File: src/rtl/nand_host_pkg.sv
package nand_host_pkg;
	// ****************************************
	// clock and timing
	// ****************************************
	localparam int CLK_MHZ     = 40;
	localparam int SYNC_STAGES = 2;
	localparam int T_WP_NS     = 25;  // write strobe low
	localparam int T_WH_NS     = 15;  // write strobe high
	localparam int T_REA_NS    = 35;  // read access
	localparam int T_REH_NS    = 15;  // read strobe high
	localparam int T_WB_NS     = 100; // strobe rise to busy
	localparam int T_WHR_NS    = 60;  // write high to read low
	localparam int T_CEH_NS    = 100; // select high hold
	localparam logic [3:0] WP_CYC  = 4'((T_WP_NS * CLK_MHZ + 999) / 1000);
	localparam logic [3:0] WH_CYC  = 4'((T_WH_NS * CLK_MHZ + 999) / 1000);
	// one extra cycle of margin behind the input synchroniser
	localparam logic [3:0] REA_CYC = 4'((T_REA_NS * CLK_MHZ + 999) / 1000
	                                    + SYNC_STAGES + 1);
	localparam logic [3:0] REH_CYC = 4'((T_REH_NS * CLK_MHZ + 999) / 1000);
	localparam logic [3:0] WB_CYC  = 4'((T_WB_NS * CLK_MHZ + 999) / 1000);
	localparam logic [3:0] WHR_CYC = 4'((T_WHR_NS * CLK_MHZ + 999) / 1000);
	localparam logic [3:0] CEH_CYC = 4'((T_CEH_NS * CLK_MHZ + 999) / 1000);

	// ****************************************
	// organisation and commands
	// ****************************************
	localparam int BLOCKS      = 2048;
	localparam int BLOCK_LSB   = 5;   // 32 pages per block
	localparam int FIFO_DEPTH  = 8;
	localparam int DATA_W      = 8;
	localparam logic [1:0] MAIN_LIMIT  = 2'h1;
	localparam logic [1:0] SPARE_LIMIT = 2'h2;
	localparam logic [7:0] CMD_PTR_A   = 8'h00;
	localparam logic [7:0] CMD_PTR_B   = 8'h01;
	localparam logic [7:0] CMD_PTR_C   = 8'h50;
	localparam logic [7:0] CMD_PROG    = 8'h80;
	localparam logic [7:0] CMD_PROG_GO = 8'h10;
	localparam logic [7:0] CMD_ERASE   = 8'h60;
	localparam logic [7:0] CMD_ERASE_GO = 8'hd0;
	localparam logic [7:0] CMD_STATUS  = 8'h70;
	localparam int STATUS_FAIL_BIT     = 0;

	typedef enum logic [1:0] {
		OP_READ  = 2'h0,
		OP_PROG  = 2'h1,
		OP_ERASE = 2'h2
	} op_t;

	typedef enum logic [1:0] {
		AREA_A     = 2'h0,
		AREA_B     = 2'h1,
		AREA_SPARE = 2'h2
	} area_t;

	typedef enum logic [1:0] {
		PH_LOW   = 2'h0,
		PH_HIGH  = 2'h1,
		PH_FETCH = 2'h2
	} phase_t;

	typedef enum logic [3:0] {
		S_IDLE   = 4'h0,
		S_CMD    = 4'h1,
		S_ADDR   = 4'h2,
		S_WDATA  = 4'h3,
		S_WAITB  = 4'h4,
		S_WAITRB = 4'h5,
		S_RDATA  = 4'h6,
		S_STAT   = 4'h7,
		S_FINISH = 4'h8
	} state_t;

	typedef struct packed {
		op_t         op;
		area_t       area;
		logic [7:0]  col;
		logic [15:0] row;
		logic [9:0]  len;
	} req_t;

	typedef struct packed {
		logic       ce_n;
		logic       cle;
		logic       ale;
		logic       we_n;
		logic       output_strobe_n;
		logic       wp_n;
		logic       io_oe;
		logic [7:0] io_out;
	} pins_t;
endpackage : nand_host_pkg

File: src/rtl/nand_card_bus_control.sv
`timescale 1ns/1ps
// ****************************************
// read data buffer
// ****************************************
module byte_fifo #(
	parameter int W = 8,
	parameter int D = 8
) (
	// clock and reset
	input  wire logic         clk,
	input  wire logic         rst_n,
	// fill side
	input  wire logic         in_valid,
	output logic              in_ready,
	input  wire logic [W-1:0] in_data,
	// drain side
	output logic              out_valid,
	input  wire logic         out_ready,
	output logic [W-1:0]      out_data
);
	localparam int AW = $clog2(D);
	logic [W-1:0]  mem [D];
	logic [AW-1:0] wp_reg, wp_next, rp_reg, rp_next;
	logic [AW:0]   cnt_reg, cnt_next;
	logic          push, pop;

	// pointer and fill level next values
	always_comb begin
		push     = in_valid && in_ready;
		pop      = out_valid && out_ready;
		wp_next  = push ? AW'((wp_reg + 1'b1) % D) : wp_reg;
		rp_next  = pop ? AW'((rp_reg + 1'b1) % D) : rp_reg;
		cnt_next = cnt_reg + (AW+1)'(push) - (AW+1)'(pop);
	end

	always_ff @(posedge clk or negedge rst_n) begin
		if (!rst_n) begin
			wp_reg  <= '0;
			rp_reg  <= '0;
			cnt_reg <= '0;
		end else begin
			wp_reg  <= wp_next;
			rp_reg  <= rp_next;
			cnt_reg <= cnt_next;
		end
	end

	// storage carries no reset, only data
	always_ff @(posedge clk) begin
		if (push) begin
			mem[wp_reg] <= in_data;
		end
	end

	assign in_ready  = (cnt_reg != (AW+1)'(D));
	assign out_valid = (cnt_reg != '0);
	assign out_data  = mem[rp_reg];
endmodule : byte_fifo

`timescale 1ns/1ps
// ****************************************
// host sequencer for the card pins
// ****************************************
module nand_card_bus_control
	import nand_host_pkg::*;
(
	// clock and reset
	input  wire logic               clk,
	input  wire logic               resetn,
	// operation request
	input  wire logic               req_valid,
	input  wire req_t               req,
	output logic                    req_ready,
	input  wire logic               write_allow,
	output logic                    done,
	output logic                    refused,
	output logic                    fail,
	// invalid block marking
	input  wire logic               mark_bad,
	input  wire logic [10:0]        bad_block,
	// program data
	input  wire logic               wr_valid,
	input  wire logic [7:0]         wr_data,
	output logic                    wr_ready,
	// read data
	output logic                    rd_valid,
	input  wire logic               rd_ready,
	output logic [7:0]              rd_data,
	// card pins
	output pins_t                   pins,
	input  wire logic [7:0]         io_in,
	input  wire logic               rb_n
);
	// ****************************************
	// reset release and input synchronisers
	// ****************************************
	logic       rst_a, rst_n;
	logic [7:0] io_a, io_s;
	logic       rb_a, rb_s;

	always_ff @(posedge clk or negedge resetn) begin
		if (!resetn) begin
			rst_a <= 1'b0;
			rst_n <= 1'b0;
		end else begin
			rst_a <= 1'b1;
			rst_n <= rst_a;
		end
	end

	// open-drain busy line is only ever sampled here
	always_ff @(posedge clk or negedge rst_n) begin
		if (!rst_n) begin
			io_a <= 8'h00;
			io_s <= 8'h00;
			rb_a <= 1'b1;
			rb_s <= 1'b1;
		end else begin
			io_a <= io_in;
			io_s <= io_a;
			rb_a <= rb_n;
			rb_s <= rb_a;
		end
	end

	// ****************************************
	// sequencer state
	// ****************************************
	state_t            state_reg, state_next;
	phase_t            ph_reg, ph_next;
	logic [3:0]        cnt_reg, cnt_next;
	logic [2:0]        seq_reg, seq_next;
	logic [1:0]        idx_reg, idx_next;
	logic [9:0]        num_reg, num_next;
	logic [7:0]        byte_reg, byte_next;
	req_t              r_reg, r_next;
	pins_t             pins_reg, pins_next;
	logic              done_reg, done_next, ref_reg, ref_next;
	logic              fail_reg, fail_next;
	logic              rdy_reg, rdy_next, wrr_reg, wrr_next;
	logic [BLOCKS-1:0] bad_reg, bad_next;
	logic [15:0]       last_reg, last_next;
	logic              trk_reg, trk_next;
	logic [1:0]        mcnt_reg, mcnt_next, scnt_reg, scnt_next;
	logic              push, fifo_ready, strobe_end, same_pg, over;
	logic [7:0]        ptr_cmd;

	// pointer command for the area of the incoming request
	always_comb begin
		case (req.area)
			AREA_B:     ptr_cmd = CMD_PTR_B;
			AREA_SPARE: ptr_cmd = CMD_PTR_C;
			default:    ptr_cmd = CMD_PTR_A;
		endcase
	end

	// next values of the whole sequencer
	always_comb begin
		state_next = state_reg;
		ph_next    = ph_reg;
		cnt_next   = cnt_reg + 4'h1;
		seq_next   = seq_reg;
		idx_next   = idx_reg;
		num_next   = num_reg;
		byte_next  = byte_reg;
		r_next     = r_reg;
		done_next  = 1'b0;
		ref_next   = 1'b0;
		fail_next  = fail_reg;
		bad_next   = bad_reg;
		last_next  = last_reg;
		trk_next   = trk_reg;
		mcnt_next  = mcnt_reg;
		scnt_next  = scnt_reg;
		push       = 1'b0;
		// blocks found invalid, at delivery or later
		if (mark_bad) begin
			bad_next[bad_block] = 1'b1;
		end
		same_pg = trk_reg && (req.row == last_reg);
		over    = same_pg && ((req.area == AREA_SPARE) ?
		          (scnt_reg >= SPARE_LIMIT) : (mcnt_reg >= MAIN_LIMIT));
		strobe_end = (ph_reg == PH_HIGH) && (cnt_reg == WH_CYC - 4'h1);
		case (state_reg)
			S_IDLE: begin
				if (req_valid && rdy_reg) begin
					if (req.op != OP_READ && (!write_allow || over
					    || bad_reg[req.row[15:BLOCK_LSB]])) begin
						done_next = 1'b1;
						ref_next  = 1'b1;
					end else begin
						r_next     = req;
						seq_next   = 3'h0;
						idx_next   = (req.op == OP_ERASE) ? 2'h1 : 2'h0;
						num_next   = 10'h000;
						fail_next  = 1'b0;
						state_next = S_CMD;
						ph_next    = PH_LOW;
						cnt_next   = 4'h0;
						// reads and programs open with the area pointer
						byte_next  = (req.op == OP_ERASE) ? CMD_ERASE : ptr_cmd;
					end
				end
			end
			S_CMD, S_ADDR, S_WDATA: begin
				// strobe low, then high with bus and latch selects held
				if (ph_reg == PH_FETCH) begin
					cnt_next = 4'h0;
					if (wr_valid && wrr_reg) begin
						byte_next = wr_data;
						ph_next   = PH_LOW;
					end
				end else if (ph_reg == PH_LOW) begin
					if (cnt_reg == WP_CYC - 4'h1) begin
						ph_next  = PH_HIGH;
						cnt_next = 4'h0;
					end
				end else if (strobe_end) begin
					ph_next  = PH_LOW;
					cnt_next = 4'h0;
					if (state_reg == S_CMD) begin
						seq_next = seq_reg + 3'h1;
						if (r_reg.op == OP_PROG && seq_reg == 3'h0) begin
							byte_next = CMD_PROG;
						end else if (r_reg.op == OP_PROG && seq_reg == 3'h2
						          || r_reg.op == OP_ERASE && seq_reg == 3'h1) begin
							state_next = S_WAITB;
						end else if (r_reg.op == OP_PROG && seq_reg == 3'h3
						          || r_reg.op == OP_ERASE && seq_reg == 3'h2) begin
							state_next = S_STAT;
							ph_next    = PH_FETCH;
						end else begin
							state_next = S_ADDR;
							byte_next  = (r_reg.op == OP_ERASE) ?
							             r_reg.row[7:0] : r_reg.col;
						end
					end else if (state_reg == S_ADDR) begin
						// column, row low, row high in that order; an erase starts at row low
						idx_next = idx_reg + 2'h1;
						if (idx_reg == 2'h0) begin
							byte_next = r_reg.row[7:0];
						end else if (idx_reg == 2'h1) begin
							byte_next = r_reg.row[15:8];
						end else if (r_reg.op == OP_READ) begin
							state_next = S_WAITB;
						end else if (r_reg.op == OP_PROG) begin
							state_next = S_WDATA;
							ph_next    = PH_FETCH;
						end else begin
							state_next = S_CMD;
							byte_next  = CMD_ERASE_GO;
						end
					end else begin
						num_next = num_reg + 10'h001;
						if (num_reg == r_reg.len - 10'h001) begin
							state_next = S_CMD;
							byte_next  = CMD_PROG_GO;
						end else begin
							ph_next = PH_FETCH;
						end
					end
				end
			end
			S_WAITB: begin
				// busy is not valid until the strobe-to-busy delay
				if (cnt_reg == WB_CYC - 4'h1) begin
					state_next = S_WAITRB;
				end
			end
			S_WAITRB: begin
				cnt_next = 4'h0;
				if (rb_s) begin
					if (r_reg.op == OP_READ) begin
						state_next = S_RDATA;
						ph_next    = PH_FETCH;
					end else begin
						state_next = S_CMD;
						ph_next    = PH_LOW;
						byte_next  = CMD_STATUS;
					end
				end
			end
			S_RDATA, S_STAT: begin
				if (ph_reg == PH_FETCH) begin
					// data read waits for buffer room, status for tWHR
					if (state_reg == S_RDATA) begin
						cnt_next = 4'h0;
						if (fifo_ready) begin
							ph_next = PH_LOW;
						end
					end else if (cnt_reg == WHR_CYC - 4'h1) begin
						ph_next  = PH_LOW;
						cnt_next = 4'h0;
					end
				end else if (ph_reg == PH_LOW) begin
					if (cnt_reg == REA_CYC - 4'h1) begin
						ph_next  = PH_HIGH;
						cnt_next = 4'h0;
						if (state_reg == S_RDATA) begin
							push = 1'b1;
						end else begin
							fail_next = io_s[STATUS_FAIL_BIT];
						end
					end
				end else if (cnt_reg == REH_CYC - 4'h1) begin
					// every data strobe moves on to the next column; the status strobe ends the operation
					num_next = num_reg + 10'h001;
					cnt_next = 4'h0;
					if (state_reg == S_STAT || num_reg == r_reg.len - 10'h001) begin
						state_next = S_FINISH;
					end else begin
						ph_next = PH_FETCH;
					end
				end
			end
			S_FINISH: begin
				// select high long enough to really end the read
				if (cnt_reg == CEH_CYC - 4'h1) begin
					state_next = S_IDLE;
					done_next  = 1'b1;
					// only the last programmed page is tracked
					if (r_reg.op == OP_PROG) begin
						if (!trk_reg || last_reg != r_reg.row) begin
							mcnt_next = 2'h0;
							scnt_next = 2'h0;
						end
						if (trk_reg && last_reg == r_reg.row
						    || !trk_reg || last_reg != r_reg.row) begin
							last_next = r_reg.row;
							trk_next  = 1'b1;
						end
						if (r_reg.area == AREA_SPARE) begin
							scnt_next = ((trk_reg && last_reg == r_reg.row) ?
							             scnt_reg : 2'h0) + 2'h1;
						end else begin
							mcnt_next = ((trk_reg && last_reg == r_reg.row) ?
							             mcnt_reg : 2'h0) + 2'h1;
						end
					end else if (r_reg.op == OP_ERASE && last_reg[15:BLOCK_LSB]
					             == r_reg.row[15:BLOCK_LSB]) begin
						trk_next = 1'b0;
					end
				end
			end
			default: begin
				state_next = S_IDLE;
			end
		endcase
		// pins other than wp_n follow the next state so they leave a flip-flop
		pins_next.ce_n = (state_next == S_IDLE) || (state_next == S_FINISH);
		pins_next.cle  = (state_next == S_CMD);
		pins_next.ale  = (state_next == S_ADDR);
		pins_next.we_n = !((state_next inside {S_CMD, S_ADDR, S_WDATA})
		                 && ph_next == PH_LOW);
		pins_next.output_strobe_n = !((state_next inside {S_RDATA, S_STAT})
		                 && ph_next == PH_LOW);
		pins_next.io_oe = (state_next inside {S_CMD, S_ADDR, S_WDATA})
		                 && ph_next != PH_FETCH;
		pins_next.io_out = byte_next;
		pins_next.wp_n   = write_allow;
		rdy_next = (state_next == S_IDLE);
		wrr_next = (state_next == S_WDATA) && (ph_next == PH_FETCH);
	end

	always_ff @(posedge clk or negedge rst_n) begin
		if (!rst_n) begin
			state_reg <= S_IDLE;
			ph_reg    <= PH_LOW;
			cnt_reg   <= 4'h0;
			seq_reg   <= 3'h0;
			idx_reg   <= 2'h0;
			num_reg   <= 10'h000;
			byte_reg  <= 8'h00;
			r_reg     <= '0;
			pins_reg  <= '{ce_n: 1'b1, we_n: 1'b1, output_strobe_n: 1'b1,
			               default: '0}; // write-locked during reset
			done_reg  <= 1'b0;
			ref_reg   <= 1'b0;
			fail_reg  <= 1'b0;
			rdy_reg   <= 1'b0;
			wrr_reg   <= 1'b0;
			bad_reg   <= '0;
			last_reg  <= 16'h0000;
			trk_reg   <= 1'b0;
			mcnt_reg  <= 2'h0;
			scnt_reg  <= 2'h0;
		end else begin
			state_reg <= state_next;
			ph_reg    <= ph_next;
			cnt_reg   <= cnt_next;
			seq_reg   <= seq_next;
			idx_reg   <= idx_next;
			num_reg   <= num_next;
			byte_reg  <= byte_next;
			r_reg     <= r_next;
			pins_reg  <= pins_next;
			done_reg  <= done_next;
			ref_reg   <= ref_next;
			fail_reg  <= fail_next;
			rdy_reg   <= rdy_next;
			wrr_reg   <= wrr_next;
			bad_reg   <= bad_next;
			last_reg  <= last_next;
			trk_reg   <= trk_next;
			mcnt_reg  <= mcnt_next;
			scnt_reg  <= scnt_next;
		end
	end

	// back-pressure from the reader stalls the read strobe
	byte_fifo #(.W(DATA_W), .D(FIFO_DEPTH)) rd_buf (
		.clk       (clk),
		.rst_n     (rst_n),
		.in_valid  (push),
		.in_ready  (fifo_ready),
		.in_data   (io_s),
		.out_valid (rd_valid),
		.out_ready (rd_ready),
		.out_data  (rd_data)
	);

	assign pins      = pins_reg;
	assign req_ready = rdy_reg;
	assign wr_ready  = wrr_reg;
	assign done      = done_reg;
	assign refused   = ref_reg;
	assign fail      = fail_reg;
endmodule : nand_card_bus_control

File: config.mk
export PLATFORM = sky130hd
export DESIGN_NAME = nand_card_bus_control
export DESIGN_NICKNAME = d
export VERILOG_FILES = /design/src/rtl/nand_host_pkg.sv /design/src/rtl/nand_card_bus_control.sv
export SDC_FILE = /design/constraint.sdc
export NUM_CORES = 2
export LEC_CHECK = 0
export BUFFER_PORTS_ARGS = -buffer_cell sky130_fd_sc_hd__buf_2
export CAP_MARGIN = 20
export CORE_ASPECT_RATIO = 1.1
export CORE_MARGIN = 1
export CORE_UTILIZATION = 40
export CTS_CLUSTER_SIZE = 8
export DETAILED_ROUTE_END_ITERATION = 12
export PLACE_DENSITY_LB_ADDON = 0.2
export SKIP_CTS_REPAIR_TIMING = 1
export SYNTH_ARGS = -nofsm -noshare
export SYNTH_HDL_FRONTEND = slang
export SYNTH_SLANG_ARGS = --single-unit
export TNS_END_PERCENT = 100
File: constraint.sdc
create_clock -name clk -period 108.2 [get_ports clk]
set_clock_uncertainty 0.2 [all_clocks]
set_input_delay 16.23 -clock clk [delete_from_list [all_inputs] [get_ports clk]]
set_output_delay 16.23 -clock clk [all_outputs]
set_load 0.005 [all_outputs]
==> metrics.txt <==
status=finished clean; Clock transition at path regs=roughly 50 ps; Total GRT Usage=around a quarter; die height=513.2 um; HPWL after DPL=approximately 180000 um; Via density=6.152; Initial Util=between 40% and 50%; Final #Nets=slightly above 7000; Die Wd=between 400 and 500 um; final setup margin=about 84000 ps; synthesized cell area=~95000 um^2; DRC=0; RSZ-0062 raised after global routing=no; fin crit share=around 22%; Mapped Cells=~6900; Placed Area=99150 um^2; critical path endpoint category=flop; worst hold slack=around 150 ps; maximum vdd drop=around 0.016 mV; Fmax=between 0.04 and 0.05 GHz; Post-Syn Area per Cell=between 10 and 15 um^2; Routed WL=approximately 310000 um; aggregate global routing overflow=0; Num CTS Buffers=~330; post-route ant nets=0; r2r worst-path depth=10; setup_tns=0 ps; GP Congestion=between 0.8 and 0.9; crit-path max FO=90; fraction of layout cells with a size suffix above 1=18.05%; sequential area share after synthesis=approximately three fifths; initial antenna violation count=20; Synth top area share=roughly 57%; yosys warns=0; Slew Limit Fails=0; Crit Path Class=in2reg; ys flop type=dfrtp_1; Synth Net Count=7031; Die ar.=roughly 240000 um^2; Max Cap Violations=0; H-tree depth=5; io pins=~100; Cell variety after synth=73; IO Port Bufs=between 100 and 150; commonest non-fill, non-tap cell in the layout=dfrtp_1; core area=236100 um^2; crit path time final=between 20000 and 25000 ps; max FFs per register=a little over 2000; Hold Fails Final Rpt=0; root buffer cell=clkbuf_16; area delta synth->final=13.76%; 1st-pass router iterations=6; Worst-Margin Slew=about 1200 ps; TritonCTS clock tree=built; routed via count=62422; Synth area leaders=dfrtp_1 (57%), mux4_2 (11%), a21o_1 (9.6%); CTS Sinks=around 2200; WP data required=about 110000 ps; ys async rst share=97.15%; largest area contributor in the netlist=dfrtp_1; per-cell routed wire length=30.81 um; commonest non-fill, non-tap cells in the layout=dfrtp_1 (2176), a21o_1 (1211), o21bai_1 (840); Slew HR=between 15 and 20%; power per cell area=between 15 and 20 nW/um^2; LEAKAGE=approximately 0.06 uW; Hold Path Class=reg2reg; largest net degree at the start of global routing=between 150 and 200; Clk Latency, worst-skew pair=about 950 ps; CP startpoint kind=primary input; EDFF count, synth=between 60 and 70; Max Buffers Root-to-Sink=4; PnR Total Power=1988 uW; flops & latches, synth=around 2200; first-pass GRT wire length=around 460000 um; Post-Place Worst Slack=82980 ps; Post-Layout Inst Area=108100 um^2; crit path DAT=~25000 ps; Final setup viols=0; cell row count=around 190; Iteration-0 DRC Markers=about 5900; vias in the first global route=between 60000 and 70000; hold path cells=0
## Yosys cell counts, types with 13 or more instances
master / number
buf_2: 104
nand3_1: 98
clkbuf_1: 426
dfrtp_1: 2177
a21o_1: 1211
mux2i_1: 266
and3_1: 14
buf_4: 18
o21ai_0: 43
xor2_1: 35
buf_1: 44
mux4_2: 444
a22oi_1: 171
nand2_1: 296
xnor2_1: 14
mux2_2: 56
inv_1: 30
nor2_1: 139
ha_1: 20
o21bai_1: 840
and2_1: 20
nor4_1: 13
nand2b_1: 22
nor3_1: 20
nor2b_1: 28
edfxtp_1: 64
a21oi_1: 117
a41oi_1: 32
## report_power, final
part / leakage (uW) / internal [uW] / switching, uW
clock: 0.00421 / 545 / 357
combinational: 0.0233 / 74.2 / 115
sequential: 0.0308 / 871 / 25.4
## metrics by stage
step	std cells	util, %
finish	10146	45.79
global route	10139	45.78
floorplan	6937	-
global placement	9734	41.88
CTS	10118	45.64
detailed placement	9747	42.00
## worst paths after layout
check | slack (ps) | start | end
min in group asynchronous | 230 | rst_n | bad_reg[923]
worst min register to register | 150 | io_a[5] | io_s[5]
max in group asynchronous | 92840 | resetn | rst_n
worst max register to register | 102520 | bad_reg[891] | pins[0]
worst max-delay path | 84050 | req[16] | pins[0]
worst min-delay path | 150 | io_a[5] | io_s[5]
## layer usage
metal	vias up	share of wire [%]	GRT usage, %
met5	-	0.027	0
met1	33911	42	36.06
met4	12	4.0	10.10
met2	2342	47	41.25
met3	632	7.0	4.994
li1	25525	-	-
## critical path: stages
cell and delay, ps:
buf_8 480, buf_4 830, buf_12 640, buf_4 780
buf_4 740, buf_4 690, mux4_2 400, a22oi_1 200
a41oi_1 170, a2111oi_0 880, a211o_1 390, o211ai_2 260
o31ai_2 830, nand3_1 540, mux2_2 420
## area by class of cell
type / instances / area, um^2
repair buffers: 307 / 2535
well taps: 3118 / 3901
fillers: 20695 / 128000
flip-flops and latches: 2246 / 56530
clock buffers: 362 / 8473
clock inverters: 9 / 118.9
multi-input cells: 4064 / 36400
inverters: 31 / 116.4
diodes: 9 / 22.52
## kinds of logic (layout without fill, tap and decap cells)
family,after synthesis,in the layout,synth area share (%)
AOI/OAI and AO/OA,2520,2520,19.64
DFF,2246,2246,59.49
muxes,767,767,14.00
and+or+nand+nor,706,706,3.412
buffers and inverters,627,709,2.716
xor gates and xnor gates,49,49,0.4516
adders and majority gates,21,21,0.2844
other,1,10,0.003946
Note: power is estimated with default switching activity, not from simulation.
